==> src/pmi_cfg.svh <==
// Offsets, field positions, reset values and timing for the MAC port block
`ifndef PMI_CFG_SVH
`define PMI_CFG_SVH
`define PMI_REG_MACIF 4'h0
`define PMI_REG_ANCTL 4'h1
`define PMI_REG_ANADV 4'h2
`define PMI_REG_STAT 4'h3
`define PMI_MODE_MII 2'h0
`define PMI_MODE_RMII 2'h1
`define PMI_MODE_RGMII 2'h2
`define PMI_STRAP_MII 2'h1
`define PMI_STRAP_RGMII 2'h2
`define PMI_MODE_LSB 0
`define PMI_MODE_MSB 1
`define PMI_FC_EN_BIT 2
`define PMI_SWRST_BIT 3
`define PMI_AN_EN_BIT 0
`define PMI_AN_RST_BIT 1
`define PMI_ABL_BIT 0
`define PMI_REQ_BIT 1
`define PMI_MST_BIT 2
`define PMI_FC_EN_RST 1'h1
`define PMI_AN_EN_RST 1'h1
`define PMI_REQ_RST 1'h0
`define PMI_CLK_KHZ 100000
`define PMI_MAC_KHZ 2500
`define PMI_HALF_DIV (`PMI_CLK_KHZ / (2 * `PMI_MAC_KHZ))
`define PMI_RMII_REP 10
`define PMI_STRAP_WAIT 2'h3
`endif

==> src/pmi_pkg.sv <==
// Types shared by the MAC port block
package pmi_pkg;
  typedef enum logic [1:0] {AN_IDLE, AN_BUSY, AN_DONE} pmi_an_state_t;
endpackage : pmi_pkg

==> src/pmi_port.sv <==
// MAC-side port, strap capture and negotiation control of the PHY
`timescale 1ns/1ps
`include "pmi_cfg.svh"
module pmi_port #(
  parameter int AN_CYCLES = 1000
) (
  input wire logic clock_i,
  input wire logic rst_n_i,
  input wire logic [3:0] reg_addr_i,
  input wire logic [31:0] reg_wdata_i,
  input wire logic reg_wr_i,
  input wire logic reg_rd_i,
  output logic [31:0] reg_rdata_o,
  input wire logic ref_clock_input_i,
  input wire logic macif_strap_bit0_i,
  input wire logic macif_strap_bit1_i,
  input wire logic high_amplitude_strap_i,
  input wire logic role_pref_strap_i,
  input wire logic mac_tx_en_i,
  input wire logic mac_tx_er_i,
  input wire logic [3:0] mac_txd_i,
  output logic mac_rx_clk_o,
  output logic mac_tx_clk_o,
  output logic [3:0] mac_rxd_o,
  output logic mac_rx_dv_o,
  output logic mac_rx_er_o,
  output logic mac_rx_oe_n_o,
  input wire logic line_rx_dv_i,
  input wire logic [3:0] line_rxd_i,
  input wire logic line_rx_err_i,
  input wire logic line_carrier_i,
  input wire logic line_false_carrier_i,
  input wire logic link_up_i,
  input wire logic lp_hi_able_i,
  input wire logic lp_hi_req_i,
  input wire logic lp_master_i,
  output logic line_tx_en_o,
  output logic [3:0] line_txd_o,
  output logic line_tx_er_o,
  output logic an_busy_o,
  output logic role_master_o,
  output logic tx_amplitude_select_o
);

  localparam int HALF = `PMI_HALF_DIV;
  localparam int REP = `PMI_RMII_REP;
  localparam int SYN_W = 11;

  ////////////////////////////////////////////////////////////////////////////
  // Pin synchronisers

  logic [SYN_W-1:0] syn1_reg;
  logic [SYN_W-1:0] syn2_reg;
  logic ref_prev_reg;
  wire [SYN_W-1:0] pin_raw = {ref_clock_input_i, macif_strap_bit1_i, macif_strap_bit0_i,
    high_amplitude_strap_i, role_pref_strap_i, mac_tx_en_i, mac_tx_er_i, mac_txd_i};

  // Two stages before any use
  always_ff @(posedge clock_i or negedge rst_n_i) begin
    if (!rst_n_i) begin
      syn1_reg <= '0;
      syn2_reg <= '0;
      ref_prev_reg <= 1'b0;
    end else begin
      syn1_reg <= pin_raw;
      syn2_reg <= syn1_reg;
      ref_prev_reg <= syn2_reg[10];
    end
  end

  wire ref_edge = syn2_reg[10] & ~ref_prev_reg;
  wire [1:0] strap_sel = syn2_reg[9:8];
  wire strap_amp = syn2_reg[7];
  wire strap_role = syn2_reg[6];
  wire tx_en_s = syn2_reg[5];
  wire tx_er_s = syn2_reg[4];
  wire [3:0] txd_s = syn2_reg[3:0];

  ////////////////////////////////////////////////////////////////////////////
  // Register state

  logic [1:0] strap_wait_reg;
  logic [1:0] mode_reg;
  logic fc_en_reg;
  logic an_en_reg;
  logic capable_reg;
  logic pref_reg;
  logic [1:0] strap_mode_reg;
  logic abl_reg;
  logic req_reg;
  logic mst_reg;
  pmi_pkg::pmi_an_state_t an_state_reg;
  logic [31:0] an_cnt_reg;
  logic link_prev_reg;

  // Register decode
  wire load_now = (strap_wait_reg == 2'h1);
  wire wr_macif = reg_wr_i & (reg_addr_i == `PMI_REG_MACIF);
  wire wr_anctl = reg_wr_i & (reg_addr_i == `PMI_REG_ANCTL);
  wire wr_anadv = reg_wr_i & (reg_addr_i == `PMI_REG_ANADV);
  wire sw_reset = wr_macif & reg_wdata_i[`PMI_SWRST_BIT];
  wire negotiation_restart_bit_wr = wr_anctl & reg_wdata_i[`PMI_AN_RST_BIT];
  wire link_drop = link_prev_reg & ~link_up_i;
  wire an_en_now = wr_anctl ? reg_wdata_i[`PMI_AN_EN_BIT] : an_en_reg;
  wire negotiation_restart_bit = an_en_now & (negotiation_restart_bit_wr | link_drop);
  wire an_finish = (an_state_reg == pmi_pkg::AN_BUSY) && (an_cnt_reg == 32'(AN_CYCLES - 1));

  // Floating select straps read 00 and give RMII
  wire [1:0] strap_mode = (strap_sel == `PMI_STRAP_MII) ? `PMI_MODE_MII :
                          (strap_sel == `PMI_STRAP_RGMII) ? `PMI_MODE_RGMII :
                          `PMI_MODE_RMII;
  wire [1:0] wr_mode = (reg_wdata_i[`PMI_MODE_MSB:`PMI_MODE_LSB] == `PMI_MODE_MII) ?
                       `PMI_MODE_MII :
                       (reg_wdata_i[`PMI_MODE_MSB:`PMI_MODE_LSB] == `PMI_MODE_RGMII) ?
                       `PMI_MODE_RGMII : `PMI_MODE_RMII;

  // Strap wait after reset or software reset
  always_ff @(posedge clock_i or negedge rst_n_i) begin
    if (!rst_n_i) begin
      strap_wait_reg <= `PMI_STRAP_WAIT;
    end else if (sw_reset) begin
      strap_wait_reg <= `PMI_STRAP_WAIT;
    end else if (strap_wait_reg != 2'h0) begin
      strap_wait_reg <= strap_wait_reg - 2'h1;
    end
  end

  // Strapped values and mode control
  always_ff @(posedge clock_i or negedge rst_n_i) begin
    if (!rst_n_i) begin
      mode_reg <= `PMI_MODE_RMII;
      strap_mode_reg <= `PMI_MODE_RMII;
      capable_reg <= 1'b0;
      pref_reg <= 1'b0;
      fc_en_reg <= `PMI_FC_EN_RST;
    end else if (load_now) begin
      mode_reg <= strap_mode;
      strap_mode_reg <= strap_mode;
      capable_reg <= ~strap_amp;
      pref_reg <= strap_role;
      fc_en_reg <= `PMI_FC_EN_RST;
    end else if (wr_macif & ~sw_reset) begin
      mode_reg <= wr_mode;
      fc_en_reg <= reg_wdata_i[`PMI_FC_EN_BIT];
    end
  end

  // Advertisement and forced role bits
  always_ff @(posedge clock_i or negedge rst_n_i) begin
    if (!rst_n_i) begin
      an_en_reg <= `PMI_AN_EN_RST;
      abl_reg <= 1'b0;
      req_reg <= `PMI_REQ_RST;
      mst_reg <= 1'b0;
    end else if (load_now) begin
      an_en_reg <= `PMI_AN_EN_RST;
      abl_reg <= ~strap_amp;
      req_reg <= `PMI_REQ_RST;
      mst_reg <= strap_role;
    end else begin
      if (wr_anctl) begin
        an_en_reg <= reg_wdata_i[`PMI_AN_EN_BIT];
      end
      if (wr_anadv) begin
        abl_reg <= reg_wdata_i[`PMI_ABL_BIT] & capable_reg;
        req_reg <= reg_wdata_i[`PMI_REQ_BIT] & capable_reg;
      end
      if (an_finish) begin
        mst_reg <= lp_master_i;
      end else if (wr_anadv) begin
        mst_reg <= reg_wdata_i[`PMI_MST_BIT];
      end
    end
  end

  ////////////////////////////////////////////////////////////////////////////
  // Negotiation sequencing

  wire hi_level = abl_reg & lp_hi_able_i & (req_reg | lp_hi_req_i);

  // Restart on link drop or restart write
  always_ff @(posedge clock_i or negedge rst_n_i) begin
    if (!rst_n_i) begin
      an_state_reg <= pmi_pkg::AN_BUSY;
      an_cnt_reg <= '0;
      link_prev_reg <= 1'b0;
    end else begin
      link_prev_reg <= link_up_i;
      if (load_now) begin
        an_state_reg <= pmi_pkg::AN_BUSY;
        an_cnt_reg <= '0;
      end else if (negotiation_restart_bit) begin
        an_state_reg <= pmi_pkg::AN_BUSY;
        an_cnt_reg <= '0;
      end else if (!an_en_reg) begin
        an_state_reg <= pmi_pkg::AN_IDLE;
        an_cnt_reg <= '0;
      end else begin
        case (an_state_reg)
          pmi_pkg::AN_IDLE: begin
            an_state_reg <= pmi_pkg::AN_BUSY;
          end
          pmi_pkg::AN_BUSY: begin
            an_cnt_reg <= an_cnt_reg + 32'h1;
            if (an_finish) begin
              an_state_reg <= pmi_pkg::AN_DONE;
            end
          end
          pmi_pkg::AN_DONE: begin
            an_state_reg <= pmi_pkg::AN_DONE;
          end
          default: begin
            an_state_reg <= pmi_pkg::AN_IDLE;
          end
        endcase
      end
    end
  end

  // Role and amplitude outputs
  always_ff @(posedge clock_i or negedge rst_n_i) begin
    if (!rst_n_i) begin
      an_busy_o <= 1'b0;
      role_master_o <= 1'b0;
      tx_amplitude_select_o <= 1'b0;
    end else begin
      an_busy_o <= (an_state_reg == pmi_pkg::AN_BUSY);
      role_master_o <= mst_reg;
      if (!an_en_reg) begin
        tx_amplitude_select_o <= abl_reg & req_reg;
      end else if (an_finish) begin
        tx_amplitude_select_o <= hi_level;
      end
    end
  end

  ////////////////////////////////////////////////////////////////////////////
  // 2.5 MHz divider for MII and RGMII

  logic [4:0] div_cnt_reg;
  wire div_wrap = (div_cnt_reg == 5'(HALF - 1));
  wire is_mii = (mode_reg == `PMI_MODE_MII);
  wire is_rmii = (mode_reg == `PMI_MODE_RMII);
  wire is_rgmii = (mode_reg == `PMI_MODE_RGMII);
  wire ready = (strap_wait_reg == 2'h0);
  wire tick_rise = ready & ~is_rmii & div_wrap & ~mac_rx_clk_o;
  wire tick_fall = ready & ~is_rmii & div_wrap & mac_rx_clk_o;

  // Receive and transmit clocks
  always_ff @(posedge clock_i or negedge rst_n_i) begin
    if (!rst_n_i) begin
      div_cnt_reg <= 5'h0;
      mac_rx_clk_o <= 1'b0;
      mac_tx_clk_o <= 1'b0;
    end else if (!ready || is_rmii) begin
      div_cnt_reg <= 5'h0;
      mac_rx_clk_o <= 1'b0;
      mac_tx_clk_o <= 1'b0;
    end else begin
      div_cnt_reg <= div_wrap ? 5'h0 : div_cnt_reg + 5'h1;
      if (div_wrap) begin
        mac_rx_clk_o <= ~mac_rx_clk_o;
        mac_tx_clk_o <= ~mac_tx_clk_o;
      end
    end
  end

  ////////////////////////////////////////////////////////////////////////////
  // RMII dibit phase on the reference clock

  logic [4:0] rm_cnt_reg;
  logic [3:0] rm_hold_reg;
  logic rm_dv_reg;
  logic [1:0] rm_tx_lo_reg;
  wire rm_wrap = (rm_cnt_reg == 5'(2 * REP - 1));
  wire rm_step = ready & is_rmii & ref_edge;
  wire rm_first = (rm_cnt_reg == 5'h0);
  wire rm_tx_lo = (rm_cnt_reg == 5'(REP / 2));
  wire rm_tx_hi = (rm_cnt_reg == 5'(REP + REP / 2));
  wire [1:0] rm_dibit = (rm_cnt_reg < 5'(REP)) ? rm_hold_reg[1:0] : rm_hold_reg[3:2];

  // Nibble held for ten reference edges per dibit
  always_ff @(posedge clock_i or negedge rst_n_i) begin
    if (!rst_n_i) begin
      rm_cnt_reg <= 5'h0;
      rm_hold_reg <= 4'h0;
      rm_dv_reg <= 1'b0;
      rm_tx_lo_reg <= 2'h0;
    end else if (rm_step) begin
      rm_cnt_reg <= rm_wrap ? 5'h0 : rm_cnt_reg + 5'h1;
      if (rm_wrap) begin
        rm_hold_reg <= line_rxd_i;
        rm_dv_reg <= line_rx_dv_i;
      end
      if (rm_tx_lo) begin
        rm_tx_lo_reg <= txd_s[1:0];
      end
    end
  end

  ////////////////////////////////////////////////////////////////////////////
  // Receive toward the MAC

  logic rg_dv_reg;
  logic rg_er_reg;

  // Pins driven only once straps are taken
  always_ff @(posedge clock_i or negedge rst_n_i) begin
    if (!rst_n_i) begin
      mac_rx_oe_n_o <= 1'b1;
    end else begin
      mac_rx_oe_n_o <= ~ready;
    end
  end

  // Per-mode receive data and control
  always_ff @(posedge clock_i or negedge rst_n_i) begin
    if (!rst_n_i) begin
      mac_rxd_o <= 4'h0;
      mac_rx_dv_o <= 1'b0;
      mac_rx_er_o <= 1'b0;
      rg_dv_reg <= 1'b0;
      rg_er_reg <= 1'b0;
    end else if (!ready) begin
      mac_rxd_o <= 4'h0;
      mac_rx_dv_o <= 1'b0;
      mac_rx_er_o <= 1'b0;
    end else if (is_mii & tick_fall) begin
      mac_rxd_o <= line_rxd_i;
      mac_rx_dv_o <= line_rx_dv_i;
      mac_rx_er_o <= line_rx_dv_i & line_rx_err_i;
    end else if (is_rgmii & tick_rise) begin
      mac_rxd_o <= line_rxd_i;
      mac_rx_dv_o <= line_rx_dv_i;
      rg_dv_reg <= line_rx_dv_i;
      rg_er_reg <= line_rx_err_i;
    end else if (is_rgmii & tick_fall) begin
      mac_rx_dv_o <= rg_dv_reg ^ rg_er_reg;
    end else if (is_rmii) begin
      if (rm_step) begin
        mac_rxd_o <= {2'h0, rm_first ? line_rxd_i[1:0] : rm_dibit};
        mac_rx_er_o <= line_rx_err_i | (line_false_carrier_i & fc_en_reg);
        mac_rx_dv_o <= line_carrier_i;
      end else if (ready & line_carrier_i) begin
        mac_rx_dv_o <= 1'b1;
      end
    end
  end

  ////////////////////////////////////////////////////////////////////////////
  // Transmit from the MAC

  logic rg_tx_en_reg;

  // MAC nibbles passed to the line
  always_ff @(posedge clock_i or negedge rst_n_i) begin
    if (!rst_n_i) begin
      line_tx_en_o <= 1'b0;
      line_txd_o <= 4'h0;
      line_tx_er_o <= 1'b0;
      rg_tx_en_reg <= 1'b0;
    end else if (is_mii & tick_rise) begin
      line_tx_en_o <= tx_en_s;
      line_txd_o <= txd_s;
      line_tx_er_o <= tx_er_s;
    end else if (is_rgmii & tick_rise) begin
      rg_tx_en_reg <= tx_en_s;
      line_txd_o <= txd_s;
    end else if (is_rgmii & tick_fall) begin
      line_tx_en_o <= rg_tx_en_reg;
      line_tx_er_o <= rg_tx_en_reg ^ tx_en_s;
    end else if (rm_step & rm_tx_hi) begin
      line_tx_en_o <= tx_en_s;
      line_txd_o <= {txd_s[1:0], rm_tx_lo_reg};
      line_tx_er_o <= 1'b0;
    end
  end

  ////////////////////////////////////////////////////////////////////////////
  // Register read port

  wire [31:0] rd_macif = {29'h0, fc_en_reg, mode_reg};
  wire [31:0] rd_anctl = {31'h0, an_en_reg};
  wire [31:0] rd_anadv = {29'h0, mst_reg, req_reg, abl_reg};
  wire [31:0] rd_stat = {23'h0, role_master_o, tx_amplitude_select_o,
    an_state_reg == pmi_pkg::AN_DONE, an_state_reg == pmi_pkg::AN_BUSY,
    link_up_i, strap_mode_reg, pref_reg, capable_reg};
  wire [31:0] rd_mux = (reg_addr_i == `PMI_REG_MACIF) ? rd_macif :
                       (reg_addr_i == `PMI_REG_ANCTL) ? rd_anctl :
                       (reg_addr_i == `PMI_REG_ANADV) ? rd_anadv :
                       (reg_addr_i == `PMI_REG_STAT) ? rd_stat : 32'h0;

  // Read data one cycle after the strobe
  always_ff @(posedge clock_i or negedge rst_n_i) begin
    if (!rst_n_i) begin
      reg_rdata_o <= 32'h0;
    end else if (reg_rd_i) begin
      reg_rdata_o <= rd_mux;
    end else begin
      reg_rdata_o <= 32'h0;
    end
  end

endmodule : pmi_port

==> config.mk <==
export PLATFORM = sky130hd
export DESIGN_NAME = pmi_port
export DESIGN_NICKNAME = d
export VERILOG_FILES = /design/src/pmi_pkg.sv /design/src/pmi_port.sv
export VERILOG_INCLUDE_DIRS = /design/src
export SDC_FILE = /design/constraint.sdc
export NUM_CORES = 1
export LEC_CHECK = 0
export ABC_AREA = 1
export BUFFER_PORTS_ARGS = -buffer_cell sky130_fd_sc_hd__buf_4
export CAP_MARGIN = 5
export CORE_ASPECT_RATIO = 0.7
export CORE_MARGIN = 2
export CORE_UTILIZATION = 52
export CTS_CLUSTER_DIAMETER = 30
export DETAILED_ROUTE_END_ITERATION = 7
export PLACE_DENSITY = 0.75
export SETUP_SLACK_MARGIN = 0.15
export SYNTH_ARGS = -nofsm -noshare
export SYNTH_HDL_FRONTEND = slang
export SYNTH_SLANG_ARGS = --single-unit
export TNS_END_PERCENT = 100
==> constraint.sdc <==
create_clock -name clock_i -period 2.58 [get_ports clock_i]
set_input_delay 0 -clock clock_i [delete_from_list [all_inputs] [get_ports clock_i]]
set_output_delay 0 -clock clock_i [all_outputs]
set_load 0.05 [all_outputs]
==> flow_summary.yaml, run 1 <==
logic_synthesis:
  synth_cell_types: 40
  synthFlopType: "dfrtp_1"
  async_flop_share_pct: 100
  synth_area_um2: 6020
  synth_most_common_cell: "nand2_1"
  synth-edff-count: 0
  synth_top_area_share_pct: 45.3
  synth.top_cells.by_count: "171 x nand2_1, 109 x dfrtp_1, 103 x nor2_1, 80 x inv_1, 63 x nand3_1"
  syn_area_per_cell_um2: 8.01
  synth_area_leaders: "dfrtp_1 45%, nand2_1 11%, nor2_1 6.4%"
  yosysWarnings: 0
  ys_seq_area_share_pct: 48.8
  synth_top_cell_by_area: "dfrtp_1"
  postSynthCellCount: 751
  ys_ff_latch: 117
timing:
  worst_slew_pin_slew_ns: 0.622
  fmax_mhz: 445
  fin_tns_setup_ns: 0
  post-route-min-period_ns: 2.25
  fin_crit_sh_pct: 87.0
  final-hold-violation-count: 0
  fin_ws_ns: 0.334
  relSlewSlack_pct: 58.6
  fin_skew_ns: 0.00872
  slew_viol_final: 0
  finalSetupViolations: 0
  rsz0062_at_grt: "no"
finish:
  num_antenna_cells: 0
  fillers: 915
  drive_gt1_share_pct: 16.3
  syn_to_final_growth_pct: 24.9
  fin_nets: 929
  final_area_um2: 7510
  largest_register_ffs: 32
worst_setup_path:
  crit_chain: "dlygate4sd3_1, buf_4, nor2_4, dlygate4sd3_1, nand3_1, nand2_1, nand2_1, nand2_4, nand2_1, inv_2, nand3_1, nand2_1, o21ai_0"
  worst-path-max-fanout: 16
  timing.critical_path.mode_cell: "nand2_1"
  worst_ep_required_time_ns: 2.86
  slowest_delay_ns: 0.60
  critPathKind: "input port to flop"
  crit_family: "buffers and inverters"
  end_kind: "flop"
  cp-start-kind: "input port"
  cp.buffers_inverters: 4
  crit_arrival_ns: 2.53
  r2r_slack_ns: 0.48
  slowest_stage: "dlygate4sd3_1"
routing:
  drtAntennaViolNets: 0
  routed_wl_mm: 14.5
  drt_iter0_markers: 386
  drc_errors: 0
  dr.pass1.iters: 5
  vias_per_cell: 5.19
  vias: 5291
  wl_per_cell_um: 14.2
power_and_ir_drop:
  p_total_mw: 6.46
  p_leak_nw: 3.64
  pwr_density_cell_nw_per_um2: 859
  ir_drop_uv: 525
clock_tree:
  cts_buffer_depth: 2
  cts_num_sinks: 117
  worst_skew_pair.late_latency_ns: 0.40
  cts.clk_slew.worst_paths_ns: 0.06
  postCtsSetupBuffers: 0
  clock-root-buffer: "clkbuf_16"
  htree_num_levels: 4
  cts_tree: "done"
  tritoncts.num_buffers: 17
grt:
  antenna_found_initial: 0
  grt_max_degree: 118
  track_usage_pct: 24.9
  grt_pass1_vias: 5038
  grt_pass1_wl_mm: 24.5
  overflow: 0
min_path:
  hold_path_class: "input port to flop"
placement:
  post-dp-hpwl_mm: 9.98
  place_area_um2: 6550
  dpl_worst_slack_ns: 0.526
  place.gp.congestion: 0.908
  portBuffers: 61
floorplan:
  core_area_um2: 11100
  num_io_pins: 113
  dieArea_um2: 12500
  initial_core_util_pct: 54.1
  die_w_um: 133
  die_h_um: 94
  rows: 32
run:
  drv_cap: 0
status:
  outcome: "completed"
-- worst paths after layout --
path                       cells past startpoint              end              start
max                                           13  an_state_reg[1]      reg_addr_i[2]
min                                            4   reg_rdata_o[0]      reg_addr_i[3]
max reg2reg                                    9     mac_rxd_o[3]  strap_wait_reg[0]
min reg2reg                                    0      syn2_reg[0]        syn1_reg[0]
max in group asynchronous                      3   an_cnt_reg[11]            rst_n_i
min in group asynchronous                      3   an_cnt_reg[26]            rst_n_i
-- cell families after synthesis --
kind of cell	count (synthesis)	share of synthesized area [%]
buf+inv	128	9.77
other cells	1	0.0623
compound gates	88	7.99
xor+xnor	8	1.16
fa+ha+maj	12	2.50
simple gates	397	29.7
flops	117	48.8
-- tightest hold or removal path, stage by stage --
cell and delay [ns]:
buf_4 0.09, nor2_4 0.05, a31oi_1 0.16, a21oi_1 0.09
-- placed cells by master, fill, tap and decap left out, types with 4 or more instances in the layout --
cell type        n
ha_1            12
buf_4           64
clkinv_2         4
o21ai_0         33
xor2_1           5
inv_2           11
dfstp_2          8
clkbuf_16       17
dfrtp_1        109
inv_1           80
o22ai_1          4
o21ai_1         16
conb_1          23
nand2_1        171
nand2_2          4
nor2_2           6
nor2_1         103
bufinv_16        4
nor3_1           8
nand4_1         22
dlygate4sd3_1   32
o211ai_1         5
a21oi_1         21
nand3_1         63
-- metal layers --
layer  up-vias  part of all wire [%]  GRT usage (%)
li1       2585                     -              -
met1      2505                    48           36.0
met2       190                    46           39.4
met3        11                   5.5           3.67
met4         0                  0.80           7.35
met5         -                     0              0
-- layout make-up --
cell class	count	area, um2	share of cell area [%]
inverter	93	349	4.65
clock buffer	19	453	6.03
timing repair buffer	97	821	10.9
multi-input combinational	528	2580	34.4
sequential	117	2940	39.1
clock inverter	13	180	2.40
tap	153	191	2.55
-- power breakdown --
group	internal, mW	leakage, nW	switching, mW	total, mW
clock network	1.66	0.305	0.829	2.49
registers	2.10	1.50	0.165	2.27
logic	0.491	1.83	1.21	1.70
total	4.26	3.64	2.20	6.46
-- timing repair --
item	CTS	global route
endpoints found under the hold margin	150	0
hold buffers	32	0
resized for setup	0	1
setup endpoints to repair	0	1
-- metrics by stage --
stage / hold WS (ns) / cells / util [%]
floorplan: -0.296 / 773 / -
global placement: 0.109 / 956 / 58.9
CTS: 0.0104 / 1020 / 67.4
finish: 0.0390 / 1020 / 67.5
global route: 0.0471 / 1020 / 67.5
detailed placement: 0.111 / 956 / 58.9
No activity file was read; power rests on OpenSTA's default activity.
==> run 2, diff against run 1 <==
Settings changed: BUFFER_PORTS_ARGS -buffer_cell sky130_fd_sc_hd__buf_4 to -buffer_cell sky130_fd_sc_hd__buf_2, CORE_ASPECT_RATIO 0.7 to 0.5, CORE_UTILIZATION 52 to 30, PLACE_DENSITY 0.75 to not set.
==> flow_summary.yaml, run 2 (synthesized netlist as in run 1, its figures left out) <==
clock_tree:
  tritoncts.num_buffers: 17
  cts_num_sinks: 117
  worst_skew_pair.late_latency_ns: 0.41
  cts.clk_slew.worst_paths_ns: 0.05
  htree_num_levels: 4
  clock-root-buffer: "clkbuf_16"
  cts_tree: "done"
  cts_buffer_depth: 2
worst_setup_path:
  end_kind: "flop"
  worst_ep_required_time_ns: 2.91
  worst-path-max-fanout: 13
  r2r-start: "strap_wait_reg[1]"
  crit_arrival_ns: 2.62
  critPathKind: "input port to flop"
  crit_path_start: "reg_addr_i[2]"
  cp-start-kind: "input port"
grt:
  grt_pass1_wl_mm: 24.5
  overflow: 0
  track_usage_pct: 14.3
  antenna_found_initial: 0
  grt_pass1_vias: 5064
  grt_max_degree: 68
floorplan:
  num_io_pins: 113
  initial_core_util_pct: 30.8
  rows: 36
  core_area_um2: 19500
  dieArea_um2: 21300
  die_h_um: 104
  die_w_um: 204
power_and_ir_drop:
  p_leak_nw: 3.62
  swShare_pct: 33.3
  p_seq_share_pct: 35.1
  pwr_density_cell_nw_per_um2: 857
  pwr-share-clk_pct: 39.9
  switchingPower_mw: 2.14
  p_total_mw: 6.44
  comb_power_share_pct: 25.0
  p_int_mw: 4.29
  ir_drop_uv: 531
routing:
  drt_iter0_markers: 304
  routed_wl_mm: 14.0
  dr.pass1.iters: 4
  drtAntennaViolNets: 0
  vias: 5089
  vias_per_cell: 4.49
  wl_per_cell_um: 12.4
  drc_errors: 0
finish:
  layout_common_cells: "171 x nand2_1, 109 x dfrtp_1, 103 x nor2_1"
  fillers: 1981
  syn_to_final_growth_pct: 24.8
  largest_register_ffs: 32
  layout_commonest_cell: "nand2_1"
  final_area_um2: 7510
  fin_nets: 931
  drive_gt1_share_pct: 16.0
  num_antenna_cells: 0
timing:
  rsz0062_at_grt: "yes"
  worst_slew_pin_slew_ns: 0.857
  fmax_mhz: 437
  finalSetupViolations: 0
  fin_crit_sh_pct: 88.6
  post-route-min-period_ns: 2.29
  fin_tns_setup_ns: 0
  final-hold-violation-count: 0
  slew_viol_final: 0
  relSlewSlack_pct: 42.9
  fin_skew_ns: 0.0150
  fin_ws_ns: 0.294
placement:
  portBuffers: 61
  place_area_um2: 6540
  post-dp-hpwl_mm: 10.1
  dpl_worst_slack_ns: 0.555
  place.gp.congestion: 0.824
min_path:
  hold_path_class: "input port to flop"
  hold_start: "lp_hi_able_i"
run:
  drv_cap: 0
status:
  outcome: "completed"
run 2: changes by cell type in the layout (fill, tap and decap cells not counted), moves of 2 or more:
cell / delta
clkinv_4: -2
buf_4: -58
clkbuf_1: +2
clkinvlp_4: -2
buf_2: +60
run 2: path summary, 6_finish.rpt:
kind	end	slack, ns	cells after the start
max in group asynchronous	mac_rx_clk_o	1.66	3
worst max-delay path	an_cnt_reg[16]	0.29	13
worst max register to register	an_cnt_reg[17]	0.54	8
worst min-delay path	tx_amplitude_select_o	0.003	5
worst min register to register	syn2_reg[3]	0.35	0
min in group asynchronous	an_cnt_reg[9]	0.27	3
run 2: power by group through the flow:
stage	clock, mW	combinational [mW]	sequential (mW)
finish	2.57	1.61	2.26
global route	2.71	1.82	2.29
CTS	2.62	1.62	2.26
detailed placement	0	1.57	2.29
global placement	0	1.55	2.28
floorplan	0	1.08	2.41
run 2: timing repair:
| action | in CTS | in global routing |
|---|---|---|
| resized for setup | 0 | 0 |
| buffers inserted | 0 | 0 |
| setup endpoints to repair | 0 | 1 |
| endpoints found under the hold margin | 146 | 0 |
| hold buffers | 33 | 0 |
run 2: final cells by class:
cell class                      instances  area, um2  share of cell area, %
Tap cell                              266        333                   4.43
Multi-Input combinational cell        528       2570                   34.3
Timing Repair Buffer                   99        676                   9.00
Sequential cell                       117       2940                   39.1
Clock inverter                         10        178                   2.37
Clock buffer                           21        460                   6.13
Inverter                               93        349                   4.65
run 2: per-layer routing:
metal  GRT usage (%)  wire length [um]  vias up
li1                -                 -     2589
met3            3.85               472       12
met4            4.04               127        0
met5               0                 0        -
met2            23.1              6610       85
met1            18.9              6810     2403
run 2: worst max-delay path: stages:
cell and delay (ns):
dlygate4sd3_1 0.55, buf_2 0.14, nor2_4 0.12, dlygate4sd3_1 0.63, nand3_1 0.09, nand2_1 0.08, nand2_1 0.09, nand2_4 0.13
nand2_1 0.11, inv_2 0.23, buf_4 0.25, nand2_1 0.07, a21oi_1 0.13
run 2: metrics by stage:
| stage | hold slack [ns] | instances | utilization [%] |
|---|---|---|---|
| after global placement | -0.213 | 1070 | 33.4 |
| after detailed placement | -0.209 | 1070 | 33.4 |
| final | 0.00273 | 1134 | 38.4 |
| after global routing | 0.0259 | 1134 | 38.4 |
| after CTS | 0.00110 | 1134 | 38.4 |
| after floorplan | -0.296 | 773 | - |
